$ cat src/hw/cfu_regs.svh
// register offsets, field positions and reset values of the compare flag unit
//
// What this block does
// - skip compare entirely when execution condition off
// - double operand: next word high, named word low
// - double compare sets greater, equal or less
// - flags at relay bits 25505/6/7, all clear at reset; a clean non-table compare sets exactly one, a table compare writes only equal
// - sixteen pairs; bit clear on match, set otherwise
// - table compare: equal only when all pairs match
// - table compare errors when table overruns area
// - signed word compare uses two's complement
// - signed word: less below, greater above
// - signed double builds two signed 32-bit values
// - range: less below, equal inside, greater above
// - range errors when lower limit exceeds upper
// - pointer fault raises the error flag
// - flags hold until next flag-writing compare
`ifndef CFU_REGS_SVH
`define CFU_REGS_SVH

// apb byte offsets of the word registers
`define CFU_OFS_COMMAND 8'h00
`define CFU_OFS_FLAGS 8'h04
`define CFU_OFS_FIRST_LOW 8'h08
`define CFU_OFS_FIRST_HIGH 8'h0c
`define CFU_OFS_SECOND_LOW 8'h10
`define CFU_OFS_SECOND_HIGH 8'h14
`define CFU_OFS_COMPARE_VALUE 8'h18
`define CFU_OFS_LOWER_LIMIT 8'h1c
`define CFU_OFS_UPPER_LIMIT 8'h20
`define CFU_OFS_RESULT_WORD 8'h24
`define CFU_OFS_FIRST_TABLE_BASE 8'h28
`define CFU_OFS_SECOND_TABLE_BASE 8'h2c
`define CFU_OFS_AREA_LAST 8'h30

// table windows: paddr[7:6] selects the table, paddr[5:2] the entry
`define CFU_TABLE_FIRST_SEL 2'h1
`define CFU_TABLE_SECOND_SEL 2'h2

// command word fields
`define CFU_CMD_COND_BIT 0
`define CFU_CMD_OP_LSB 1
`define CFU_CMD_OP_MSB 3
`define CFU_CMD_PTR_FAULT_BIT 4

// flags word fields
`define CFU_FLAG_GREATER_BIT 0
`define CFU_FLAG_EQUAL_BIT 1
`define CFU_FLAG_LESS_BIT 2
`define CFU_FLAG_ERROR_BIT 3

// special-relay bit addresses the flags stand for
`define CFU_RELAY_GREATER_ADDR 25505
`define CFU_RELAY_EQUAL_ADDR 25506
`define CFU_RELAY_LESS_ADDR 25507

// reset values
`define CFU_RST_WORD 16'h0000
`define CFU_RST_AREA_LAST 16'hffff
`define CFU_RST_FLAGS 4'h0

`endif

$ cat src/hw/cfu_pkg.sv
// types shared by the compare flag unit modules
package cfu_pkg;

    // compare operations selected by the command word
    typedef enum logic [2:0] {
        CFU_OP_DOUBLE_UNSIGNED,
        CFU_OP_TABLE_PAIR,
        CFU_OP_SIGNED_WORD,
        CFU_OP_SIGNED_DOUBLE,
        CFU_OP_RANGE,
        CFU_OP_RSVD5,
        CFU_OP_RSVD6,
        CFU_OP_RSVD7
    } cfu_op_e;

    // operand word as held in the data area
    typedef logic [15:0] cfu_word_t;

endpackage

$ cat src/hw/cfu_magnitude_cmp.sv
// magnitude comparator with selectable signed or unsigned view
`timescale 1ns/100ps
module cfu_magnitude_cmp
    import cfu_pkg::*;
#(
    parameter int WIDTH = 32
) (
    input wire logic [WIDTH-1:0] aValue,
    input wire logic [WIDTH-1:0] bValue,
    input wire logic signedMode,
    output logic aGreater,
    output logic aEqual,
    output logic aLess
);

    // flipping the sign bit maps two's complement order onto unsigned order
    logic [WIDTH-1:0] aBiased;
    logic [WIDTH-1:0] bBiased;

    // one comparator serves both views, saving a second carry chain
    always_comb begin
        aBiased = aValue;
        bBiased = bValue;
        aBiased[WIDTH-1] = aValue[WIDTH-1] ^ signedMode;
        bBiased[WIDTH-1] = bValue[WIDTH-1] ^ signedMode;
        aGreater = aBiased > bBiased;
        aEqual = aBiased == bBiased;
        aLess = aBiased < bBiased;
    end

endmodule

$ cat src/hw/cfu_table_match.sv
// per-entry mismatch mask of two word tables
`timescale 1ns/100ps
module cfu_table_match
    import cfu_pkg::*;
#(
    parameter int DEPTH = 16,
    parameter int WORD_W = 16
) (
    input wire logic [DEPTH*WORD_W-1:0] firstTable,
    input wire logic [DEPTH*WORD_W-1:0] secondTable,
    output logic [DEPTH-1:0] mismatchMask,
    output logic allMatch
);

    // entry i of each table meets only entry i of the other
    for (genvar i = 0; i < DEPTH; i++) begin : gEntry
        assign mismatchMask[i] = firstTable[i*WORD_W +: WORD_W]
            != secondTable[i*WORD_W +: WORD_W];
    end

    // an all-zero mask is the same thing as every pair matching
    assign allMatch = ~|mismatchMask;

endmodule

$ cat src/hw/cfu_compare_flag_unit.sv
// compare flag unit top: apb register file, compare datapath and flags
`timescale 1ns/100ps
`include "cfu_regs.svh"
module cfu_compare_flag_unit
    import cfu_pkg::*;
#(
    parameter int ADDR_W = 8,
    parameter int TABLE_DEPTH = 16
) (
    input wire logic mclk,
    input wire logic rst,
    input wire logic psel,
    input wire logic penable,
    input wire logic pwrite,
    input wire logic [ADDR_W-1:0] paddr,
    input wire logic [31:0] pwdata,
    output logic [31:0] prdata,
    output logic pready,
    output logic pslverr,
    output logic greaterFlag,
    output logic equalFlag,
    output logic lessFlag,
    output logic errorFlag,
    output logic [TABLE_DEPTH-1:0] resultWord
);

    // ------------------------------------------------------------------
    // operand and configuration storage
    // ------------------------------------------------------------------
    cfu_word_t firstLow_reg; // named word of the first operand
    cfu_word_t firstHigh_reg; // next-address word of the first operand
    cfu_word_t secondLow_reg; // named word of the second operand
    cfu_word_t secondHigh_reg; // next-address word of the second operand
    cfu_word_t compareValue_reg; // data checked by the range compare
    cfu_word_t lowerLimit_reg; // inclusive lower bound
    cfu_word_t upperLimit_reg; // inclusive upper bound
    cfu_word_t firstTableBase_reg; // word address of first table start
    cfu_word_t secondTableBase_reg; // word address of second table start
    cfu_word_t areaLast_reg; // last word address of the data area
    cfu_word_t firstTable_reg [TABLE_DEPTH]; // first table entries
    cfu_word_t secondTable_reg [TABLE_DEPTH]; // second table entries
    logic [4:0] lastCommand_reg; // last command word, for read-back

    // flag and result state, each held between executed compares
    logic greater_reg;
    logic equal_reg;
    logic less_reg;
    logic error_reg;
    logic [TABLE_DEPTH-1:0] resultWord_reg;
    logic [31:0] readData_reg;

    // ------------------------------------------------------------------
    // bus decode
    // ------------------------------------------------------------------
    logic accessPhase; // apb access phase, answered at once
    logic setupPhase; // apb setup phase, read data is fetched here
    logic writeStrobe; // write takes effect at this edge
    logic [7:0] byteAddr; // offset widened or cut to the map width
    logic [1:0] tableSel; // which table window is addressed
    logic [3:0] tableIndex; // entry index inside the window
    logic mapped; // offset lands on a register
    logic [31:0] readMux; // value that a read of paddr returns

    assign byteAddr = 8'(paddr);
    assign tableSel = byteAddr[7:6];
    assign tableIndex = byteAddr[5:2];
    assign setupPhase = psel & ~penable;
    assign accessPhase = psel & penable;
    assign writeStrobe = accessPhase & pwrite & ~pslverr;

    // ready every access: read data was fetched during setup already
    assign pready = 1'b1;

    // unmapped offsets and misaligned words answer with an error
    assign pslverr = accessPhase & ~mapped;

    // ------------------------------------------------------------------
    // command decode and execution
    // ------------------------------------------------------------------
    logic commandWrite; // software issues a compare
    logic conditionOn; // execution condition of that compare
    logic pointerFault; // indirect pointer named a bad word
    cfu_op_e opCode; // which compare is asked for
    logic opKnown; // op code names an implemented compare
    logic execute; // the compare runs at this edge

    assign commandWrite = writeStrobe && byteAddr == `CFU_OFS_COMMAND;
    assign conditionOn = pwdata[`CFU_CMD_COND_BIT];
    assign pointerFault = pwdata[`CFU_CMD_PTR_FAULT_BIT];
    assign opCode = cfu_op_e'(pwdata[`CFU_CMD_OP_MSB:`CFU_CMD_OP_LSB]);
    assign opKnown = opCode inside {CFU_OP_DOUBLE_UNSIGNED, CFU_OP_TABLE_PAIR,
        CFU_OP_SIGNED_WORD, CFU_OP_SIGNED_DOUBLE, CFU_OP_RANGE};

    // an off condition skips everything, reserved codes likewise
    assign execute = commandWrite & conditionOn & opKnown;

    // ------------------------------------------------------------------
    // wide comparator for the word and double compares
    // ------------------------------------------------------------------
    logic [31:0] wideA;
    logic [31:0] wideB;
    logic wideSigned;
    logic wideGreater;
    logic wideEqual;
    logic wideLess;

    // operand shaping per compare kind
    always_comb begin
        wideA = {firstHigh_reg, firstLow_reg};
        wideB = {secondHigh_reg, secondLow_reg};
        wideSigned = 1'b0;
        case (opCode)
            CFU_OP_DOUBLE_UNSIGNED: begin
                wideSigned = 1'b0;
            end
            CFU_OP_SIGNED_DOUBLE: begin
                wideSigned = 1'b1;
            end
            CFU_OP_SIGNED_WORD: begin
                // sign extension keeps the 16-bit order intact
                wideA = {{16{firstLow_reg[15]}}, firstLow_reg};
                wideB = {{16{secondLow_reg[15]}}, secondLow_reg};
                wideSigned = 1'b1;
            end
            default: begin
                wideSigned = 1'b0;
            end
        endcase
    end

    cfu_magnitude_cmp #(
        .WIDTH(32)
    ) uWideCmp (
        .aValue(wideA),
        .bValue(wideB),
        .signedMode(wideSigned),
        .aGreater(wideGreater),
        .aEqual(wideEqual),
        .aLess(wideLess)
    );

    // ------------------------------------------------------------------
    // range compare: unsigned, limits inclusive
    // ------------------------------------------------------------------
    logic belowLower; // data under the lower limit
    logic aboveUpper; // data over the upper limit
    logic limitsCrossed; // lower limit above upper limit

    cfu_magnitude_cmp #(
        .WIDTH(16)
    ) uLowerCmp (
        .aValue(compareValue_reg),
        .bValue(lowerLimit_reg),
        .signedMode(1'b0),
        .aGreater(),
        .aEqual(),
        .aLess(belowLower)
    );

    cfu_magnitude_cmp #(
        .WIDTH(16)
    ) uUpperCmp (
        .aValue(compareValue_reg),
        .bValue(upperLimit_reg),
        .signedMode(1'b0),
        .aGreater(aboveUpper),
        .aEqual(),
        .aLess()
    );

    cfu_magnitude_cmp #(
        .WIDTH(16)
    ) uLimitCmp (
        .aValue(lowerLimit_reg),
        .bValue(upperLimit_reg),
        .signedMode(1'b0),
        .aGreater(limitsCrossed),
        .aEqual(),
        .aLess()
    );

    // ------------------------------------------------------------------
    // table pair compare and area overrun check
    // ------------------------------------------------------------------
    logic [TABLE_DEPTH*16-1:0] firstFlat;
    logic [TABLE_DEPTH*16-1:0] secondFlat;
    logic [TABLE_DEPTH-1:0] mismatchMask;
    logic allMatch;
    logic [16:0] firstTableEnd; // last word address of first table
    logic [16:0] secondTableEnd; // last word address of second table
    logic tableOverrun;

    // flatten the entry arrays for the match module
    always_comb begin
        firstFlat = '0;
        secondFlat = '0;
        for (int i = 0; i < TABLE_DEPTH; i++) begin
            firstFlat[i*16 +: 16] = firstTable_reg[i];
            secondFlat[i*16 +: 16] = secondTable_reg[i];
        end
    end

    cfu_table_match #(
        .DEPTH(TABLE_DEPTH),
        .WORD_W(16)
    ) uTableMatch (
        .firstTable(firstFlat),
        .secondTable(secondFlat),
        .mismatchMask(mismatchMask),
        .allMatch(allMatch)
    );

    // 17-bit sums so a base near the top cannot wrap past the check
    assign firstTableEnd = {1'b0, firstTableBase_reg} + 17'(TABLE_DEPTH - 1);
    assign secondTableEnd = {1'b0, secondTableBase_reg} + 17'(TABLE_DEPTH - 1);
    assign tableOverrun = firstTableEnd > {1'b0, areaLast_reg}
        || secondTableEnd > {1'b0, areaLast_reg};

    // error case of the compare being issued
    logic execError;
    always_comb begin
        execError = pointerFault;
        case (opCode)
            CFU_OP_TABLE_PAIR: begin
                execError = pointerFault | tableOverrun;
            end
            CFU_OP_RANGE: begin
                execError = pointerFault | limitsCrossed;
            end
            default: begin
                execError = pointerFault;
            end
        endcase
    end

    // ------------------------------------------------------------------
    // flag update: only an executed compare touches the flags
    // ------------------------------------------------------------------
    always_ff @(posedge mclk or posedge rst) begin
        if (rst) begin
            greater_reg <= 1'b0;
            equal_reg <= 1'b0;
            less_reg <= 1'b0;
        end else if (execute && !execError) begin
            case (opCode)
                CFU_OP_TABLE_PAIR: begin
                    // greater and less have no meaning here and keep their value
                    equal_reg <= allMatch;
                end
                CFU_OP_RANGE: begin
                    less_reg <= belowLower;
                    greater_reg <= aboveUpper;
                    equal_reg <= ~belowLower & ~aboveUpper;
                end
                default: begin
                    greater_reg <= wideGreater;
                    equal_reg <= wideEqual;
                    less_reg <= wideLess;
                end
            endcase
        end
    end

    // error flag reflects the most recently executed compare only
    always_ff @(posedge mclk or posedge rst) begin
        if (rst) begin
            error_reg <= 1'b0;
        end else if (execute) begin
            error_reg <= execError;
        end
    end

    // result word is written only by a clean table compare
    always_ff @(posedge mclk or posedge rst) begin
        if (rst) begin
            resultWord_reg <= '0;
        end else if (execute && !execError && opCode == CFU_OP_TABLE_PAIR) begin
            resultWord_reg <= mismatchMask;
        end
    end

    // ------------------------------------------------------------------
    // software-written registers
    // ------------------------------------------------------------------
    always_ff @(posedge mclk or posedge rst) begin
        if (rst) begin
            firstLow_reg <= `CFU_RST_WORD;
            firstHigh_reg <= `CFU_RST_WORD;
            secondLow_reg <= `CFU_RST_WORD;
            secondHigh_reg <= `CFU_RST_WORD;
            compareValue_reg <= `CFU_RST_WORD;
            lowerLimit_reg <= `CFU_RST_WORD;
            upperLimit_reg <= `CFU_RST_WORD;
            firstTableBase_reg <= `CFU_RST_WORD;
            secondTableBase_reg <= `CFU_RST_WORD;
            areaLast_reg <= `CFU_RST_AREA_LAST;
            lastCommand_reg <= '0;
        end else if (writeStrobe) begin
            // operand words keep only the low half of the bus word
            case (byteAddr)
                `CFU_OFS_COMMAND: lastCommand_reg <= pwdata[4:0];
                `CFU_OFS_FIRST_LOW: firstLow_reg <= pwdata[15:0];
                `CFU_OFS_FIRST_HIGH: firstHigh_reg <= pwdata[15:0];
                `CFU_OFS_SECOND_LOW: secondLow_reg <= pwdata[15:0];
                `CFU_OFS_SECOND_HIGH: secondHigh_reg <= pwdata[15:0];
                `CFU_OFS_COMPARE_VALUE: compareValue_reg <= pwdata[15:0];
                `CFU_OFS_LOWER_LIMIT: lowerLimit_reg <= pwdata[15:0];
                `CFU_OFS_UPPER_LIMIT: upperLimit_reg <= pwdata[15:0];
                `CFU_OFS_FIRST_TABLE_BASE: firstTableBase_reg <= pwdata[15:0];
                `CFU_OFS_SECOND_TABLE_BASE: secondTableBase_reg <= pwdata[15:0];
                `CFU_OFS_AREA_LAST: areaLast_reg <= pwdata[15:0];
                default: begin
                    // flags and result are read-only; writes there are dropped
                end
            endcase
        end
    end

    // table entries, written through their two windows
    always_ff @(posedge mclk or posedge rst) begin
        if (rst) begin
            for (int i = 0; i < TABLE_DEPTH; i++) begin
                firstTable_reg[i] <= `CFU_RST_WORD;
                secondTable_reg[i] <= `CFU_RST_WORD;
            end
        end else if (writeStrobe) begin
            if (tableSel == `CFU_TABLE_FIRST_SEL) begin
                firstTable_reg[tableIndex] <= pwdata[15:0];
            end else if (tableSel == `CFU_TABLE_SECOND_SEL) begin
                secondTable_reg[tableIndex] <= pwdata[15:0];
            end
        end
    end

    // ------------------------------------------------------------------
    // read side
    // ------------------------------------------------------------------
    always_comb begin
        readMux = '0;
        mapped = 1'b1;
        if (tableSel == `CFU_TABLE_FIRST_SEL && byteAddr[1:0] == 2'h0) begin
            readMux = {16'h0000, firstTable_reg[tableIndex]};
        end else if (tableSel == `CFU_TABLE_SECOND_SEL && byteAddr[1:0] == 2'h0) begin
            readMux = {16'h0000, secondTable_reg[tableIndex]};
        end else begin
            case (byteAddr)
                `CFU_OFS_COMMAND: readMux = {27'h0000000, lastCommand_reg};
                `CFU_OFS_FLAGS: begin
                    readMux[`CFU_FLAG_GREATER_BIT] = greater_reg;
                    readMux[`CFU_FLAG_EQUAL_BIT] = equal_reg;
                    readMux[`CFU_FLAG_LESS_BIT] = less_reg;
                    readMux[`CFU_FLAG_ERROR_BIT] = error_reg;
                end
                `CFU_OFS_FIRST_LOW: readMux = {16'h0000, firstLow_reg};
                `CFU_OFS_FIRST_HIGH: readMux = {16'h0000, firstHigh_reg};
                `CFU_OFS_SECOND_LOW: readMux = {16'h0000, secondLow_reg};
                `CFU_OFS_SECOND_HIGH: readMux = {16'h0000, secondHigh_reg};
                `CFU_OFS_COMPARE_VALUE: readMux = {16'h0000, compareValue_reg};
                `CFU_OFS_LOWER_LIMIT: readMux = {16'h0000, lowerLimit_reg};
                `CFU_OFS_UPPER_LIMIT: readMux = {16'h0000, upperLimit_reg};
                `CFU_OFS_RESULT_WORD: readMux = 32'(resultWord_reg);
                `CFU_OFS_FIRST_TABLE_BASE: readMux = {16'h0000, firstTableBase_reg};
                `CFU_OFS_SECOND_TABLE_BASE: readMux = {16'h0000, secondTableBase_reg};
                `CFU_OFS_AREA_LAST: readMux = {16'h0000, areaLast_reg};
                default: begin
                    // unmapped: zero data and an error answer
                    mapped = 1'b0;
                end
            endcase
        end
    end

    // read data is captured in setup so prdata comes from a flop
    always_ff @(posedge mclk or posedge rst) begin
        if (rst) begin
            readData_reg <= '0;
        end else if (setupPhase && !pwrite) begin
            readData_reg <= readMux;
        end
    end

    assign prdata = readData_reg;
    assign greaterFlag = greater_reg;
    assign equalFlag = equal_reg;
    assign lessFlag = less_reg;
    assign errorFlag = error_reg;
    assign resultWord = resultWord_reg;

endmodule

$ cat config.mk
export PLATFORM = sky130hd
export DESIGN_NAME = cfu_compare_flag_unit
export DESIGN_NICKNAME = d
export VERILOG_FILES = /design/src/hw/cfu_pkg.sv /design/src/hw/cfu_magnitude_cmp.sv /design/src/hw/cfu_table_match.sv /design/src/hw/cfu_compare_flag_unit.sv
export VERILOG_INCLUDE_DIRS = /design/src /design/src/hw
export SDC_FILE = /design/constraint.sdc
export NUM_CORES = 2
export LEC_CHECK = 0
export ABC_AREA = 1
export BUFFER_PORTS_ARGS = -buffer_cell sky130_fd_sc_hd__buf_2
export CAP_MARGIN = 20
export CORE_ASPECT_RATIO = 0.6
export CORE_MARGIN = 4
export CORE_UTILIZATION = 35
export DETAILED_ROUTE_END_ITERATION = 8
export SLEW_MARGIN = 5
export SYNTH_ARGS = -nofsm -noshare
export SYNTH_HDL_FRONTEND = slang
export SYNTH_SLANG_ARGS = --single-unit
$ cat constraint.sdc
create_clock -name mclk -period 52.3 [get_ports mclk]
set_input_delay 5.23 -clock mclk [delete_from_list [all_inputs] [get_ports mclk]]
set_output_delay 5.23 -clock mclk [all_outputs]
set_load 0.005 [all_outputs]
==> flow_metrics.py <==
metrics = {
    "run_status": {
        "status": "finished, final reports clean",
    },
    "place": {
        "hpwlAfterDp_mm": 96.52,
        "dpl-instance-area_um2": 39330,
        "place_congestion": 0.9732,
        "port-buffer-count": 65,
    },
    "power": {
        "combPwrFrac_pct": 11.0,
        "p_leak_nw": 19.86,
        "ir_drop_v": 0.00002190,
        "internal_power_uw": 892.6,
        "power_mw": 1.244,
        "swShare_pct": 28.23,
        "p_switching_uw": 351.1,
        "p_clk_share_pct": 41.7,
        "power.density_nw_per_um2": 29.89,
        "seqPwrFrac_pct": 47.3,
    },
    "sta": {
        "tightest_slew_ps": 1063,
        "timing.final.max_slew_violations": 0,
        "hold_viol": 0,
        "setup_viol": 0,
        "min_period_ps": 14000,
        "grt_setup_unrepaired": "no",
        "tns_ps": 0,
        "fin_crit_sh_pct": 26.77,
        "fmax_ghz": 0.07144,
        "fin_skew_ps": 26.10,
        "max-slew-margin-rel_pct": 29.13,
    },
    "synth": {
        "netlist.area_leader.share_pct": 46.11,
        "synth_edf_count": 0,
        "ys_seq_area_share_pct": 47.22,
        "ys.warnings.count": 0,
        "yosysTopAreaCell": "dfrtp_1",
        "synthFlopType": "dfrtp_1",
        "ys_top_cells_by_area": "dfrtp_1 (46%), nand2_1 (13%), o21ai_0 (7.9%)",
        "netlist_instances": 4661,
        "synth-seq-cells": 713,
        "synth_most_common_cell": "nand2_1",
        "synth_cell_types": 44,
        "async_flop_share_pct": 100.0,
        "syn-cell-area_um2": 37830,
        "syn_avg_cell_area_um2": 8.116,
        "synthTopCellsByCount": "nand2_1 (1291), dfrtp_1 (697), o21ai_0 (596)",
    },
    "clock_tree": {
        "ctsResizeCount": 0,
        "clk_latency_ps": 660,
        "cts.sink_count": 713,
        "clock-root-buffer": "clkbuf_16",
        "cts_tree": "yes",
        "cts_buffers": 68,
        "h-tree-depth": 3,
        "cts-hold-fix-buffers": 0,
        "cts_max_path_buffers": 3,
        "post-cts-setup-buffer-count": 0,
        "clk_pin_slew_ps": 70,
    },
    "critical_path": {
        "path_max_fanout": 33,
        "arrival_ps": 8770,
        "cp-end-kind": "output port",
        "cp.required_ps": 47070,
        "cp-start-kind": "primary input",
        "path_class": "in2out",
        "r2r_cells": 24,
    },
    "global_routing": {
        "grt_pass1_vias": 30120,
        "grt_pass1_wl_mm": 208.0,
        "antenna_found_initial": 9,
        "grt_max_degree": 185,
        "overflow": 0,
        "grtUsageTotal_pct": 24.42,
    },
    "floorplan": {
        "num_io_pins": 99,
        "dieArea_um2": 113600,
        "start_util_pct": 35.26,
        "core_area_um2": 107300,
        "die_h_um": 262.7,
        "rows": 93,
        "dieWidth_um": 432.4,
    },
    "detailed_routing": {
        "ant_nets": 0,
        "routed_via_density": 5.509,
        "vias": 33400,
        "first_pass_iters": 6,
        "avgRoutedWirePerCell_um": 23.27,
        "wl_mm": 141.1,
        "drc": 0,
        "first_iter_violations": 5009,
    },
    "finish": {
        "areaGrowthSynthToFinish_pct": 10.01,
        "finalNetCount": 4741,
        "drive_above_1_share_pct": 6.562,
        "post-route-util_pct": 38.79,
        "nFillCells": 10960,
        "final_area_um2": 41620,
    },
    "worst_hold_path": {
        "worstHoldPathType": "reg2reg",
        "whs_path_depth": 2,
    },
    "run": {
        "drv_cap": 0,
    },
}
==> through the flow <==
| stage | setup slack [ps] | hold WS, ps | std cells |
|---|---|---|---|
| 2_1_floorplan | 27100 | 453.4 | 4676 |
| 5_1_grt | 38030 | 487.1 | 6059 |
| 6_report | 38300 | 474.1 | 6062 |
| 4_1_cts | 38360 | 474.8 | 6055 |
| 3_3_place_gp | 38450 | 461.2 | 5935 |
| 3_5_place_dp | 38360 | 460.8 | 5935 |
==> worst paths after layout <==
path                                                     from  slack (ps)                           to
setup / recovery                                     paddr[5]       38300                      pslverr
setup reg to reg           secondTableBase_reg[0]$_DFFE_PP0P_       47450    resultWord[3]$_DFFE_PP0P_
min in group asynchronous                                 rst        4720   firstFlat[169]$_DFFE_PP0P_
max in group asynchronous                                 rst       45300   firstFlat[109]$_DFFE_PP0P_
hold / removal                    areaLast_reg[3]$_DFFE_PP1P_         470  areaLast_reg[3]$_DFFE_PP1P_
hold reg to reg                   areaLast_reg[3]$_DFFE_PP1P_         470  areaLast_reg[3]$_DFFE_PP1P_
==> layout by cell type (no fill, tap or decap), drive strengths merged, types with 2 or more instances in the layout <==
cell      instances
o31ai             9
nand2          1301
o22ai            31
o21ai           771
inv             290
xnor2            31
a31oi             3
nor2            265
nand3            50
o2111ai          13
o221ai           10
dfrtp           697
a211oi            4
diode             4
xor2            211
ha              113
dfstp            16
a21oi           150
nand4            70
o211ai            5
nor3             30
bufinv            4
nor4             16
a21o              4
a22o              3
a32o              2
clkbuf          100
buf             146
conb             17
or2               3
clkinv           18
or3b              2
a221oi            2
o21a              2
clkinvlp          2
nand3b            8
a22oi           232
==> logic make-up after synthesis <==
logic type	after synthesis	synth area share [%]
simple gates	1745	18.41
compound gates	1243	18.60
flops	713	47.22
buf+inv	603	6.420
xor+xnor	242	5.603
fa+ha+maj	113	3.737
other cells	2	0.01985
==> critical path: stages <==
cell	delay, ps
buf_2	140
inv_1	90
nand2_1	550
inv_1	880
nand2_1	150
nor2_1	720
nor4_1	90
nand2_1	160
nor2_2	80
nand2_1	60
buf_4	340
inv_1	70
buf_2	170
==> cell type report <==
| class | instances | area [µm²] | share of cell area [%] |
|---|---|---|---|
| Tap cell | 1425 | 1783 | 4.284 |
| Sequential cell | 713 | 17860 | 42.92 |
| Antenna cell | 4 | 10.01 | 0.02405 |
| Timing Repair Buffer | 147 | 1006 | 2.417 |
| Clock inverter | 21 | 236.5 | 0.5682 |
| Clock buffer | 99 | 1991 | 4.783 |
| Inverter | 293 | 1110 | 2.667 |
| Multi-Input combinational cell | 3360 | 17620 | 42.33 |
==> power by group through the flow <==
stage | clock network, mW | registers (mW) | logic, mW
6_report | 0.518 | 0.588 | 0.137
5_1_grt | 0.549 | 0.590 | 0.151
4_1_cts | 0.527 | 0.587 | 0.135
3_5_place_dp | 0 | 0.598 | 0.134
3_3_place_gp | 0 | 0.597 | 0.132
2_1_floorplan | 0 | 0.594 | 0.0849
==> routing by layer <==
| metal | GRT usage [%] | vias to the layer above | routed length (µm) |
|---|---|---|---|
| li1 | - | 15340 | - |
| met1 | 39.01 | 16150 | 67730 |
| met2 | 29.21 | 1715 | 50160 |
| met3 | 10.27 | 190 | 20230 |
| met4 | 5.476 | 6 | 2918 |
| met5 | 0 | - | 41 |
Power figures use the tool's default switching activity.
